==> src/include/ps_config_params.svh <==
`ifndef PS_CONFIG_PARAMS_SVH
`define PS_CONFIG_PARAMS_SVH

// Power-on-reset delay held on the status line, in microseconds.
`define POR_DELAY_US        100
// Internal-oscillator initialization window, in microseconds.
`define INIT_MIN_US         175
`define INIT_MAX_US         437
// Core clock rate in MHz.
`define MCLK_MHZ            200
// User-clock enable delay in maximum serial-clock periods.
`define USER_CLK_EN_PERIODS 4
// Maximum serial-clock period in nanoseconds.
`define SCLK_MAX_PERIOD_NS  125
// User-clock periods of initialization after the enable delay.
`define USER_INIT_CYCLES    8576
// Default bitstream length in bits.
`define BITSTREAM_BITS      4096
// Option-bit positions inside the bitstream.
`define OPT_INIT_DONE_BIT   0
`define OPT_USER_CLK_BIT    1
`define OPT_DATA_IO_BIT     2
// Length of the option header in bits.
`define OPT_BITS            3
// Falling serial-clock edges needed after done.
`define DONE_FALL_EDGES     2

`endif

==> src/include/ps_config_pkg.sv <==
package ps_config_pkg;

  typedef enum logic [2:0] {
    ST_POR,
    ST_WAIT_REQ,
    ST_LOAD,
    ST_DONE_EDGES,
    ST_INIT,
    ST_USER
  } cfg_state_e;

  typedef struct packed {
    logic initDoneEn;
    logic userClkSel;
    logic dataAsIo;
  } cfg_opts_s;

  typedef struct packed {
    logic requestN;
    logic sclk;
    logic sdata;
  } host_pins_s;

endpackage : ps_config_pkg

==> src/rtl/passive_serial_config_load.sv <==
`timescale 1ns/1ps
`include "ps_config_params.svh"

// Contract
// [RQ1] In user mode all three control lines sit high and a low config request restarts loading.
// [RQ2] After power-up the status output is held low for the whole power-on-reset delay.
// [RQ3] Config done stays low after power-up, while waiting and while data is loading.
// [RQ4] The host must deliver the whole bitstream over the serial clock and data lines.
// [RQ5] Config done goes high only after every bit has been received without error.
// [RQ6] After config done the host gives two more falling serial-clock edges to start init.
// [RQ7] After configuration the host keeps driving the serial clock at a steady level.
// [RQ8] After configuration the serial data pin becomes user I/O per the loaded pin option.
// [RQ9] If the init-done option is loaded, the init-done output goes low at once.
// [RQ10] With the internal oscillator, user mode starts 175 to 437 us after config done.
// [RQ11] The user init clock is enabled no earlier than four max serial-clock periods after done.
// [RQ12] With the user clock, user mode starts no earlier than that delay plus 8576 user clocks.
// [RQ13] The host changes data between edges and a bit is captured on each rising clock edge.
module passive_serial_config_load
  import ps_config_pkg::*;
#(
  parameter int BITSTREAM_BITS = `BITSTREAM_BITS,
  parameter int POR_CYCLES     = `POR_DELAY_US * `MCLK_MHZ,
  parameter int INIT_CYCLES    = (`INIT_MIN_US + `INIT_MAX_US) / 2 * `MCLK_MHZ,
  parameter int USER_INIT      = `USER_INIT_CYCLES
) (
  // Clock and reset
  input  wire logic        mclk,
  input  wire logic        srst,
  // Host pins
  input  wire host_pins_s  hostPins,
  input  wire logic        userInitClock,
  // Status pins
  output logic             configStatusN,
  output logic             configDone,
  output logic             initDoneN,
  output logic             initDoneOe,
  // User mode, data-pin I/O, user-clock enable and parity error
  output logic             userMode,
  output logic             dataPinIsIo,
  output logic             userClkEnabled,
  output logic             crcError
);

  localparam int CLK_EN_CYCLES =
    (`USER_CLK_EN_PERIODS * `SCLK_MAX_PERIOD_NS * `MCLK_MHZ + 999) / 1000;
  localparam int CW = 32;

  // ****************************************************************
  // Pin synchronisers
  // ****************************************************************
  host_pins_s meta_q;
  host_pins_s sync_q;
  host_pins_s prev_q;
  logic [1:0] ucSync_q;
  logic       ucPrev_q;

  always_ff @(posedge mclk) begin
    meta_q   <= hostPins;
    sync_q   <= meta_q;
    prev_q   <= sync_q;
    ucSync_q <= {ucSync_q[0], userInitClock};
    ucPrev_q <= ucSync_q[1];
  end

  // Edges are seen about three core cycles after the pin moves, so the host's phases must be longer.
  logic sclkRise;
  logic sclkFall;
  logic ucRise;
  assign sclkRise = sync_q.sclk & ~prev_q.sclk;
  assign sclkFall = ~sync_q.sclk & prev_q.sclk;
  assign ucRise   = ucSync_q[1] & ~ucPrev_q;

  // ****************************************************************
  // Sequencer
  // ****************************************************************
  cfg_state_e state_q;
  logic [CW-1:0] cnt_q;
  logic [CW-1:0] ucCnt_q;
  logic [CW-1:0] bitCnt_q;
  cfg_opts_s     opts_q;
  logic          optInitSeen_q;
  logic          parity_q;

  logic reqLow;
  assign reqLow = ~sync_q.requestN;

  // A failed stream freezes capture, so no later edge can complete it by accident.
  logic lastBit;
  logic streamOdd;
  assign lastBit   = state_q == ST_LOAD && sclkRise && !crcError &&
                     bitCnt_q == CW'(BITSTREAM_BITS - 1);
  assign streamOdd = parity_q ^ sync_q.sdata;

  always_ff @(posedge mclk) begin
    if (srst) begin
      state_q <= ST_POR;
      cnt_q   <= '0;
    end else if (reqLow && state_q != ST_POR) begin
      state_q <= ST_WAIT_REQ; // RQ1
      cnt_q   <= '0;
    end else begin
      case (state_q)
        ST_POR: begin
          cnt_q <= cnt_q + 1'b1;
          if (cnt_q == CW'(POR_CYCLES - 1)) begin
            state_q <= ST_WAIT_REQ; // RQ2
          end
        end
        ST_WAIT_REQ: begin
          state_q <= ST_LOAD;
          cnt_q   <= '0;
        end
        ST_LOAD: begin
          if (lastBit && !streamOdd) begin
            state_q <= ST_DONE_EDGES; // RQ5
            cnt_q   <= '0;
          end
        end
        ST_DONE_EDGES: begin
          cnt_q <= cnt_q + 1'b1;
          // The first fall only closes the last data bit; the extra edges follow it.
          if (sclkFall && ucCnt_q == CW'(`DONE_FALL_EDGES)) begin
            state_q <= ST_INIT; // RQ6
          end
        end
        ST_INIT: begin
          cnt_q <= cnt_q + 1'b1;
          if (!opts_q.userClkSel && cnt_q >= CW'(INIT_CYCLES)) begin
            state_q <= ST_USER; // RQ10
          end else if (opts_q.userClkSel && userClkEnabled &&
                       ucCnt_q > CW'(USER_INIT)) begin
            // The first counted rise only opens a whole user-clock period.
            state_q <= ST_USER; // RQ12
          end
        end
        ST_USER: state_q <= ST_USER;
        default: state_q <= ST_POR;
      endcase
    end
  end

  // Shared counter for done-edge count and user-clock periods.
  always_ff @(posedge mclk) begin
    if (srst || state_q == ST_LOAD || state_q == ST_WAIT_REQ) begin
      ucCnt_q <= '0;
    end else if (state_q == ST_DONE_EDGES && sclkFall) begin
      ucCnt_q <= ucCnt_q + 1'b1;
    end else if (state_q == ST_INIT && state_q != ST_DONE_EDGES) begin
      if (ucCnt_q != '0 && !userClkEnabled) begin
        ucCnt_q <= '0;
      end else if (userClkEnabled && ucRise) begin
        ucCnt_q <= ucCnt_q + 1'b1;
      end
    end
  end

  // ****************************************************************
  // Bitstream capture
  // ****************************************************************
  always_ff @(posedge mclk) begin
    // Options survive the load; only a new request or a reset forgets them.
    if (srst || state_q == ST_WAIT_REQ) begin
      bitCnt_q      <= '0;
      opts_q        <= '0;
      optInitSeen_q <= 1'b0;
      parity_q      <= 1'b0;
    end else if (state_q == ST_LOAD && sclkRise && !crcError) begin // RQ13
      bitCnt_q <= bitCnt_q + 1'b1;
      parity_q <= parity_q ^ sync_q.sdata;
      if (bitCnt_q == CW'(`OPT_INIT_DONE_BIT)) begin
        opts_q.initDoneEn <= sync_q.sdata;
        optInitSeen_q     <= 1'b1; // RQ9
      end
      if (bitCnt_q == CW'(`OPT_USER_CLK_BIT)) begin
        opts_q.userClkSel <= sync_q.sdata;
      end
      if (bitCnt_q == CW'(`OPT_DATA_IO_BIT)) begin
        opts_q.dataAsIo <= sync_q.sdata;
      end
    end
  end

  // Even parity over the whole stream stands in for the integrity check. A failed
  // stream keeps done low until the host asks for a new configuration.
  always_ff @(posedge mclk) begin
    if (srst || state_q == ST_WAIT_REQ) begin
      crcError <= 1'b0;
    end else if (lastBit) begin
      crcError <= streamOdd; // RQ5
    end
  end

  // ****************************************************************
  // Outputs
  // ****************************************************************
  // A request pulls the user-mode outputs down in the same cycle as status and done.
  logic inUser;
  assign inUser = state_q == ST_USER && !reqLow;

  always_ff @(posedge mclk) begin
    if (srst) begin
      configStatusN  <= 1'b0;
      configDone     <= 1'b0;
      initDoneOe     <= 1'b0;
      initDoneN      <= 1'b1;
      userMode       <= 1'b0;
      dataPinIsIo    <= 1'b0;
      userClkEnabled <= 1'b0;
    end else begin
      configStatusN  <= (state_q != ST_POR) && !reqLow; // RQ2
      configDone     <= (state_q == ST_DONE_EDGES || state_q == ST_INIT ||
                         state_q == ST_USER) && !reqLow; // RQ3
      initDoneOe     <= opts_q.initDoneEn && optInitSeen_q &&
                        state_q != ST_WAIT_REQ; // RQ9
      // The init-done line is low through initialization and released in user mode.
      initDoneN      <= inUser; // RQ9
      userMode       <= inUser; // RQ1
      dataPinIsIo    <= inUser && opts_q.dataAsIo; // RQ8
      userClkEnabled <= state_q == ST_INIT && opts_q.userClkSel &&
                        cnt_q >= CW'(CLK_EN_CYCLES); // RQ11
    end
  end

endmodule : passive_serial_config_load

==> config.mk <==
export PLATFORM = sky130hd
export DESIGN_NAME = passive_serial_config_load
export DESIGN_NICKNAME = d
export VERILOG_FILES = /design/src/include/ps_config_pkg.sv /design/src/rtl/passive_serial_config_load.sv
export VERILOG_INCLUDE_DIRS = /design/src /design/src/include
export SDC_FILE = /design/constraint.sdc
export NUM_CORES = 1
export LEC_CHECK = 0
export BUFFER_PORTS_ARGS = -buffer_cell sky130_fd_sc_hd__clkbuf_2
export CAP_MARGIN = 20
export CORE_ASPECT_RATIO = 1.75
export CORE_UTILIZATION = 31
export DETAILED_ROUTE_END_ITERATION = 10
export GPL_TIMING_DRIVEN = 0
export SLEW_MARGIN = 0
export SYNTH_ARGS = -nofsm -noshare
export SYNTH_HDL_FRONTEND = slang
export SYNTH_SLANG_ARGS = --single-unit
==> constraint.sdc <==
create_clock -name mclk -period 4.25 [get_ports mclk]
set_input_delay 0.85 -clock mclk [delete_from_list [all_inputs] [get_ports mclk]]
set_output_delay 0.85 -clock mclk [all_outputs]
set_load 0.02 [all_outputs]
==> Word-level counts from Yosys, hierarchy flattened <==
Index checks and enable logic that the tools add are counted.
{ "classes": {"n_reduce_logical": 46, "n_addsub": 3, "mux": 13, "n_eq_ne": 20, "n_lt_le_gt_ge": 3, "bitwise_logic": 8} }
{ "op_table": {"columns": ["op", "count"], "rows": [
  ["2-to-1 mux 32 bit", 5],
  ["adder 32 x 1 -> 32 bit, second input constant", 3],
  ["one-hot mux 32 bit (3 select lines)", 1],
  ["== test 32 x 2 -> 1 bit, second input constant", 2],
  ["== test 32 x 1 -> 1 bit, second input constant", 1],
  ["== test 32 x 12 -> 1 bit, second input constant", 1],
  ["== test 32 x 15 -> 1 bit, second input constant", 1],
  ["greater-or-equal comparator 32 x 16 -> 1 bit, second input constant", 1],
  ["greater-or-equal comparator 32 x 7 -> 1 bit, second input constant", 1],
  ["greater-than comparator 32 x 14 -> 1 bit, second input constant", 1],
  ["zero test 32 bit", 1],
  ["nonzero test 32 bit", 1],
  ["logical AND 1 bit", 21],
  ["one-hot mux 3 bit (6 select lines)", 1],
  ["2-to-1 mux 3 bit", 5],
  ["!= test 3 bit, second input constant", 4],
  ["AND reduction 2 bit", 5],
  ["nonzero test 3 bit", 3],
  ["AND reduction 4 bit", 2],
  ["== test 3 x 2 -> 1 bit, second input constant", 2],
  ["== test 3 bit, second input constant", 2],
  ["!= test 2 bit, second input constant", 3],
  ["logical OR 1 bit", 5],
  ["zero test 1 bit", 4],
  ["other kinds (12)", 17]
]} }
{ "totals": {"reg_bits": 122, "output_inout_bits": 8, "inputBits": 6, "wordCells": 120} }

==> Logic depth before layout (Yosys ltp) <==
Gate-level depths: netlist (run 1).
{ "depth": {"word_depth": 9, "depth_mapped": 9, "mapped_depth_nobuf": 7} }

==> Worst setup path after synthesis (run 1) <==
OpenSTA, ideal clock, no wires.
{ "synth_path": {"kind": "reg2reg", "from": "register crcError", "to": "register cnt_q[23]", "synth_period_minus_slack_ns": 2.122, "path_buffers": 3, "setup_ns": 0.128, "slack_ns": 2.128, "arrival_time_ns": 1.994, "stages_incl_launch_ff": 10, "required_ns": 4.122, "cell_sequence": "dfxtp_1 -> nor4bb_1 -> clkbuf_2 -> nand4_1 -> nor4_2 -> buf_4 -> buf_2 -> o2111ai_1 -> xnor2_1 -> nor2_1"} }
{ "synth_between": {"elab_chain_len": 6} }
{ "synth_lines": {"columns": ["item", "line", "rtl"], "rows": [
  ["from (decl)", "passive_serial_config_load.sv:41", "output logic crcError"],
  ["from (signal assigned)", "passive_serial_config_load.sv:189", "crcError <= streamOdd;"],
  ["zero test 1 bit", "passive_serial_config_load.sv:90", "assign lastBit = state_q == ST_LOAD && sclkRise && !crcError &&"],
  ["logical AND 1 bit (2 in series)", "passive_serial_config_load.sv:90", null],
  ["logical AND 1 bit", "passive_serial_config_load.sv:114", "if (lastBit && !streamOdd) begin"],
  ["!= test 2 bit (no source line)", null, null],
  ["AND reduction 2 bit (no source line)", null, null],
  ["to (signal assigned)", "passive_serial_config_load.sv:104", "cnt_q <= cnt_q + 1'b1;"],
  ["to (signal assigned)", "passive_serial_config_load.sv:120", "cnt_q <= cnt_q + 1'b1;"],
  ["to (signal assigned)", "passive_serial_config_load.sv:127", "cnt_q <= cnt_q + 1'b1;"],
  ["to (decl)", "passive_serial_config_load.sv:77", "logic [CW-1:0] cnt_q;"]
]} }
No other way between the ends.
A chain may end at the register's enable or synchronous reset.

==> Worst setup path after layout (run 1) <==
{ "layout_path": {"from": "register ucCnt_q[2]", "to": "register ucCnt_q[27]"} }
{ "layout_between": {"elab_chain_len": 5, "elab_cells_between_ends": 9, "classes_between": "1 x add/sub; 4 x mux; 4 x reduce/logical"} }
{ "layout_lines": {"columns": ["item", "line", "rtl"], "rows": [
  ["from (decl)", "passive_serial_config_load.sv:78", "logic [CW-1:0] ucCnt_q;"],
  ["from (signal assigned)", "passive_serial_config_load.sv:147", "ucCnt_q <= ucCnt_q + 1'b1;"],
  ["from (signal assigned)", "passive_serial_config_load.sv:152", "ucCnt_q <= ucCnt_q + 1'b1;"],
  ["adder 32 x 1 -> 32 bit / nonzero test 32 bit (equally long branches)", "passive_serial_config_load.sv:147, passive_serial_config_load.sv:152, passive_serial_config_load.sv:149", null],
  ["2-to-1 mux 32 bit / logical AND 1 bit (equally long branches)", "passive_serial_config_load.sv:151, passive_serial_config_load.sv:149", null],
  ["2-to-1 mux 32 bit", "passive_serial_config_load.sv:149", "if (ucCnt_q != '0 && !userClkEnabled) begin"],
  ["2-to-1 mux 32 bit", "passive_serial_config_load.sv:148", "end else if (state_q == ST_INIT && state_q != ST_DONE_EDGES) begin"],
  ["2-to-1 mux 32 bit", "passive_serial_config_load.sv:146", "end else if (state_q == ST_DONE_EDGES && sclkFall) begin"]
]} }
Several ways; a longest one is shown, not always the timed one. The select of a mux whose other input is x is not followed.

==> out/summary.txt, run 1 <==
maximum root-to-sink buffer count - 2
Chip Width - 106 um
Post-synth EDFFs - 0
Iteration-0 DRC Markers - 259
DP Wirelength - 10500 um
Worst slew margin - 21.9%
Mean Syn Cell Area - 8.36 um^2
Cell variety after synth - 53
GP Congestion - 0.819
Critical Path Source Type - flip-flop
status - complete, no violations
ANT cells - 0
WP data required - 4.54 ns
synthesized flop and latch total - 122
crit path time final - 2.80 ns
Wirelength per Cell - 14.4 um
met3 WL - 286 um
Synth warnings - 0
critical path class - reg -> reg
CP endpoint kind - flip-flop
Non-Filler Instances - 986
number of max-cap violations - 0
DR top layer - met4
# fillers - 1936
synthesized instance count - 704
initial antenna violation count - 0
leak pwr - 2.29 nW
setup violators final - 0
Congestion Overflow GR - 0
vias in the first global route - 5076
RSZ-0062 raised after global routing - false
Area growth syn-to-layout - 16.1%
top_reg_cell synth - dfxtp_1
asr flop ratio synth - 0%
crit path max fanout - 10
VDD IR max - 0.256 mV
H-tree level count - 4
Hold Crit Class - reg -> reg
CTS sink cnt - 122
DRC - 0
I/O pin count - 14
layout cells sized above 1 - 7.89%
first-pass iteration count of the detailed router - 4
CTS Hold Bufs - 0
largest net degree at the start of global routing - 17
Tightest Pin Transition - 1.16 ns
sequential area share after synthesis - 41.5%
clock root buffer - clkbuf_16
routed vias - 5084
core area - 18600 um^2
postcts setup bufs - 0
port bufs - 12
Worst Clk Skew - 0.00737 ns
# nets final - 750
Syn Nets - 719
row cnt - 66
Slew Viols, Final - 0
CP arrival - 3.08 ns
Setup TNS Final - 0 ns
post-CTS resize count - 0
Die Area - 19600 um^2
CTS tree - done
ANT nets after route - 0
GRT Total Usage - 15.7%
Initial Utilization - 31.7%
Placed Cells - 954
met2 WL post-DR - 8090 um
M1 WL - 5470 um
CTS Buf Count - 17
Fmax achieved - 357 MHz
first-pass GRT wire length - 24400 um
drt total wl - 14200 um
Clock Pin Slew Worst Setup and Hold Paths - 0.06 ns
P per Cell Area - 385 nW/um^2
Hold Fails Final Rpt - 0
Syn Std Cell Area - 5880 um^2
vias per inst - 5.16
Clock Latency Late Sink - 0.41 ns
Die Ht - 184 um
Final period util - 65.8%
==> routing by layer <==
metal	up-vias	global-route usage, %
li1	2568	-
met1	2422	15.0
met2	71	31.5
met3	23	2.86
met4	0	7.28
met5	-	0
==> cell type report <==
class                           instances  area, um^2  share of cell area (%)
Inverter                               20        75.1                    1.10
Tap cell                              238         298                    4.36
Sequential cell                       122        2440                    35.7
Timing Repair Buffer                   12        60.1                   0.879
Clock buffer                           23         478                    6.99
Buffer                                 31         140                    2.05
Clock inverter                          9         114                    1.67
Multi-Input combinational cell        531        3230                    47.2
==> cell families after synthesis <==
family | count (synthesis) | share of synthesized area [%]
fa+ha+maj | 9 | 1.91
flops | 122 | 41.5
buf+inv | 51 | 3.66
mux | 2 | 0.340
compound gates | 89 | 10.0
simple gates | 350 | 30.5
xor+xnor | 81 | 12.1
==> synth_stat cells (all sizes together) (2+ instances only) <==
master	count	area (um^2)
buf	9	56.3
mux2i	2	20.0
or4	5	37.5
nand2	54	203
o2111ai	13	114
and3	10	62.6
nor2	110	418
nand4	30	188
a21boi	4	30.0
and2	4	25.0
clkbuf	22	83.8
a21oi	23	126
nor4b	2	17.5
o211ai	11	82.6
or2	3	18.8
xnor2	32	280
xor2	49	429
inv	20	75.1
o31ai	4	30.0
ha	9	113
o21ai	22	110
dfxtp	122	2440
nand2b	6	37.5
nor4	33	225
and4	12	105
o21a	3	22.5
nor3	24	120
nand3	33	165
nand3b	2	15.0
o21bai	2	15.0
or3	16	100
==> flip-flops by register name (all words and copies together), names as in the netlist, 2 cells and up <==
name and cells:
meta_q 3, cnt_q 32, sync_q 3, state_q 3, bitCnt_q 32, ucCnt_q 32, ucSync_q 2, opts_q 3
==> critical path: stages (launching register included) <==
cell	delay [ns]
dfxtp_1	0.36
nor4_1	0.56
nand3_1	0.21
nor4_2	0.69
clkbuf_1	0.47
nor4_1	0.16
xnor2_1	0.17
nor2_1	0.05
==> per-stage QoR <==
stage | setup slack [ns] | instance area, um^2 | power, mW | hold slack [ns] | util (%)
6_report | 1.45 | 6830 | 2.63 | 0.323 | 36.8
4_1_cts | 1.45 | 6830 | 2.67 | 0.325 | 36.8
2_1_floorplan | 2.13 | 5880 | 1.21 | 0.310 | -
3_5_place_dp | 1.47 | 6240 | 1.22 | 0.314 | 33.6
5_1_grt | 1.24 | 6830 | 2.72 | 0.324 | 36.8
3_3_place_gp | 1.46 | 6240 | 1.22 | 0.311 | 33.6
==> power breakdown <==
| group | leakage, nW | total (mW) | internal (mW) | switching [mW] |
|---|---|---|---|---|
| registers | 0.987 | 1.16 | 1.15 | 0.00671 |
| clock network | 0.280 | 1.44 | 0.912 | 0.526 |
| logic | 1.02 | 0.0373 | 0.0100 | 0.0273 |
| total | 2.29 | 2.63 | 2.07 | 0.560 |
==> path summary, 6_finish.rpt <==
path	start	endpoint	slack [ns]	depth (start not counted)
max	ucCnt_q[2]	ucCnt_q[27]	1.45	7
min	ucSync_q[0]	ucSync_q[1]	0.32	0
max reg2reg	ucCnt_q[2]	ucCnt_q[27]	1.45	7
min reg2reg	ucSync_q[0]	ucSync_q[1]	0.32	0
==> cells in the final DEF (no fill, tap or decap), drive strengths merged, types with 2 or more instances in the layout <==
cell type / count
xor2: 49
o21ai: 22
or4: 5
nor4: 33
nand2b: 6
nand3: 33
xnor2: 32
nor2: 110
or2: 3
nand3b: 2
a21oi: 23
o31ai: 4
clkinv: 3
o211ai: 11
ha: 9
a21boi: 4
dfxtp: 122
nand2: 54
clkbuf: 57
and2: 4
mux2i: 2
o21bai: 2
bufinv: 2
buf: 9
o21a: 3
nand4: 30
and3: 10
o2111ai: 13
nor4b: 2
or3: 16
clkinvlp: 3
and4: 12
inv: 21
nor3: 24
Note: power is estimated with default switching activity, not from simulation.
==> inputs of run 2 (changes only) <==
==> constraint.sdc (replaced) <==
create_clock -name mclk -period 2.8 [get_ports mclk]
set_input_delay 0.56 -clock mclk [delete_from_list [all_inputs] [get_ports mclk]]
set_output_delay 0.56 -clock mclk [all_outputs]
set_load 0.02 [all_outputs]
==> out/summary.txt, run 2 (same netlist as run 1, synthesis figures left out) <==
status - complete, no violations
most frequent cells in the layout - dfxtp_1 (122), nor2_1 (108), nand2_1 (54)
cell count of the worst reg-to-reg path - 7 (unchanged)
Iteration-0 DRC Markers - 227 (-12%)
CP arrival - 2.90 ns (-0.18 ns)
row cnt - 66 (unchanged)
Worst Clk Skew - 0.00732 ns (-0.0000492 ns)
Placed Cells - 954 (unchanged)
biggest regs - bitCnt_q: 32 flops, cnt_q: 32 flops, ucCnt_q: 32 flops
ANT cells - 0 (unchanged)
Hold Fails Final Rpt - 0 (unchanged)
largest net degree at the start of global routing - 17 (unchanged)
DP Wirelength - 10500 um (unchanged)
Tightest Pin Transition - 1.16 ns (-0.00223 ns)
crit path max fanout - 10 (unchanged)
clock root buffer - clkbuf_16
Wirelength per Cell - 14.4 um (about the same)
Final period util - 91.4% (+26 points)
VDD IR max - 0.386 mV (+51%)
CTS Hold Bufs - 0 (unchanged)
Fmax achieved - 391 MHz (+9.4%)
Die Area - 19600 um^2 (unchanged)
Final Instance Area - 6850 um^2 (+0.29%)
Die Ht - 184 um (unchanged)
first-pass iteration count of the detailed router - 4 (unchanged)
worst hold margin - 0.247 ns (-0.0761 ns)
layout cells sized above 1 - 8.16% (+0.27 points)
Min-Delay Path Depth - 1 (+1)
commonest non-fill, non-tap cell in the layout - dfxtp_1
maximum root-to-sink buffer count - 2 (unchanged)
H-tree level count - 4 (unchanged)
CP endpoint kind - flip-flop
Slew Viols, Final - 0 (unchanged)
Area growth syn-to-layout - 16.5%
Non-Filler Instances - 986 (unchanged)
P per Cell Area - 584 nW/um^2 (+51%)
first-pass GRT wire length - 24400 um (about the same)
drt total wl - 14200 um (about the same)
DRC - 0 (unchanged)
CTS tree - done
crit path time final - 2.56 ns (-0.240 ns)
leak pwr - 2.30 nW (+0.50%)
GRT Total Usage - 15.7% (about the same)
number of max-cap violations - 0 (unchanged)
Clock Latency Late Sink - 0.41 ns (about the same)
Worst slew margin - 22.0% (+0.15 points)
Congestion Overflow GR - 0 (unchanged)
Chip Width - 106 um (unchanged)
ANT nets after route - 0 (unchanged)
Critical Path Source Type - flip-flop
CTS Buf Count - 17 (unchanged)
Clock Pin Slew Worst Setup and Hold Paths - 0.06 ns (about the same)
RSZ-0062 raised after global routing - false
core area - 18600 um^2 (unchanged)
setup violators final - 0 (unchanged)
postcts setup bufs - 0 (unchanged)
Setup TNS Final - 0 ns (unchanged)
critical path class - reg -> reg
vias per inst - 5.14 (-0.31%)
Initial Utilization - 31.7% (unchanged)
vias in the first global route - 5081 (+0.099%)
GP Congestion - 0.819 (unchanged)
I/O pin count - 14 (unchanged)
Hold Crit Class - in -> reg
CTS sink cnt - 122 (unchanged)
WP data required - 3.15 ns (-1.39 ns)
initial antenna violation count - 0 (unchanged)
port bufs - 12 (unchanged)
Post-DP Area - 6240 um^2 (unchanged)
# nets final - 750 (unchanged)
routed vias - 5068 (-0.31%)
==> run 2: critical path, cell delays in order, from the launching register on <==
cell      delay, ns
dfxtp_1        0.36
nor4_1         0.56
nand3_1        0.25
or3_1          0.49
nand3_1        0.11
nand2_1        0.22
clkbuf_1       0.33
nor2_1         0.17
==> run 2: final timing paths <==
path                                    end        start  slack, ns
worst min register to register  ucSync_q[1]  ucSync_q[0]       0.32
worst max-delay path            ucCnt_q[30]   ucCnt_q[2]       0.24
worst max register to register  ucCnt_q[30]   ucCnt_q[2]       0.24
worst min-delay path              meta_q[0]  hostPins[0]       0.25
==> run 2: report_power, final <==
group | switching [mW] | internal [mW]
registers | 0.0102 | 1.75
clock network | 0.800 | 1.38
logic | 0.0414 | 0.0154
==> run 2: layer usage <==
metal  GRT usage [%]  part of all wire [%]
met5               0                     0
met4            7.28                   2.7
met3            2.86                   1.8
met2            31.5                    57
met1            15.0                    39
==> run 2: cell type report <==
type,count,area (um^2)
repair buffers,12,60.1
multi-input cells,531,3240
clock buffers,23,478
clock inverters,9,114
flip-flops and latches,122,2440
fillers,1937,11700
inverters,20,75.1
plain buffers,31,143
well taps,238,298
==> run 2: metrics by stage <==
stage	total power [mW]	setup WS (ns)	util (%)
after CTS	4.06	0.150	36.8
after detailed placement	1.85	0.0229	33.6
after global placement	1.85	0.0149	33.6
after floorplan	1.83	0.678	-
after global routing	4.13	0.0475	36.9
final	4.00	0.242	36.9
==> run 2: what timing repair did <==
action,CTS,global route
resized for setup,1,4
endpoints found under the setup margin,1,36
pin swaps,0,1
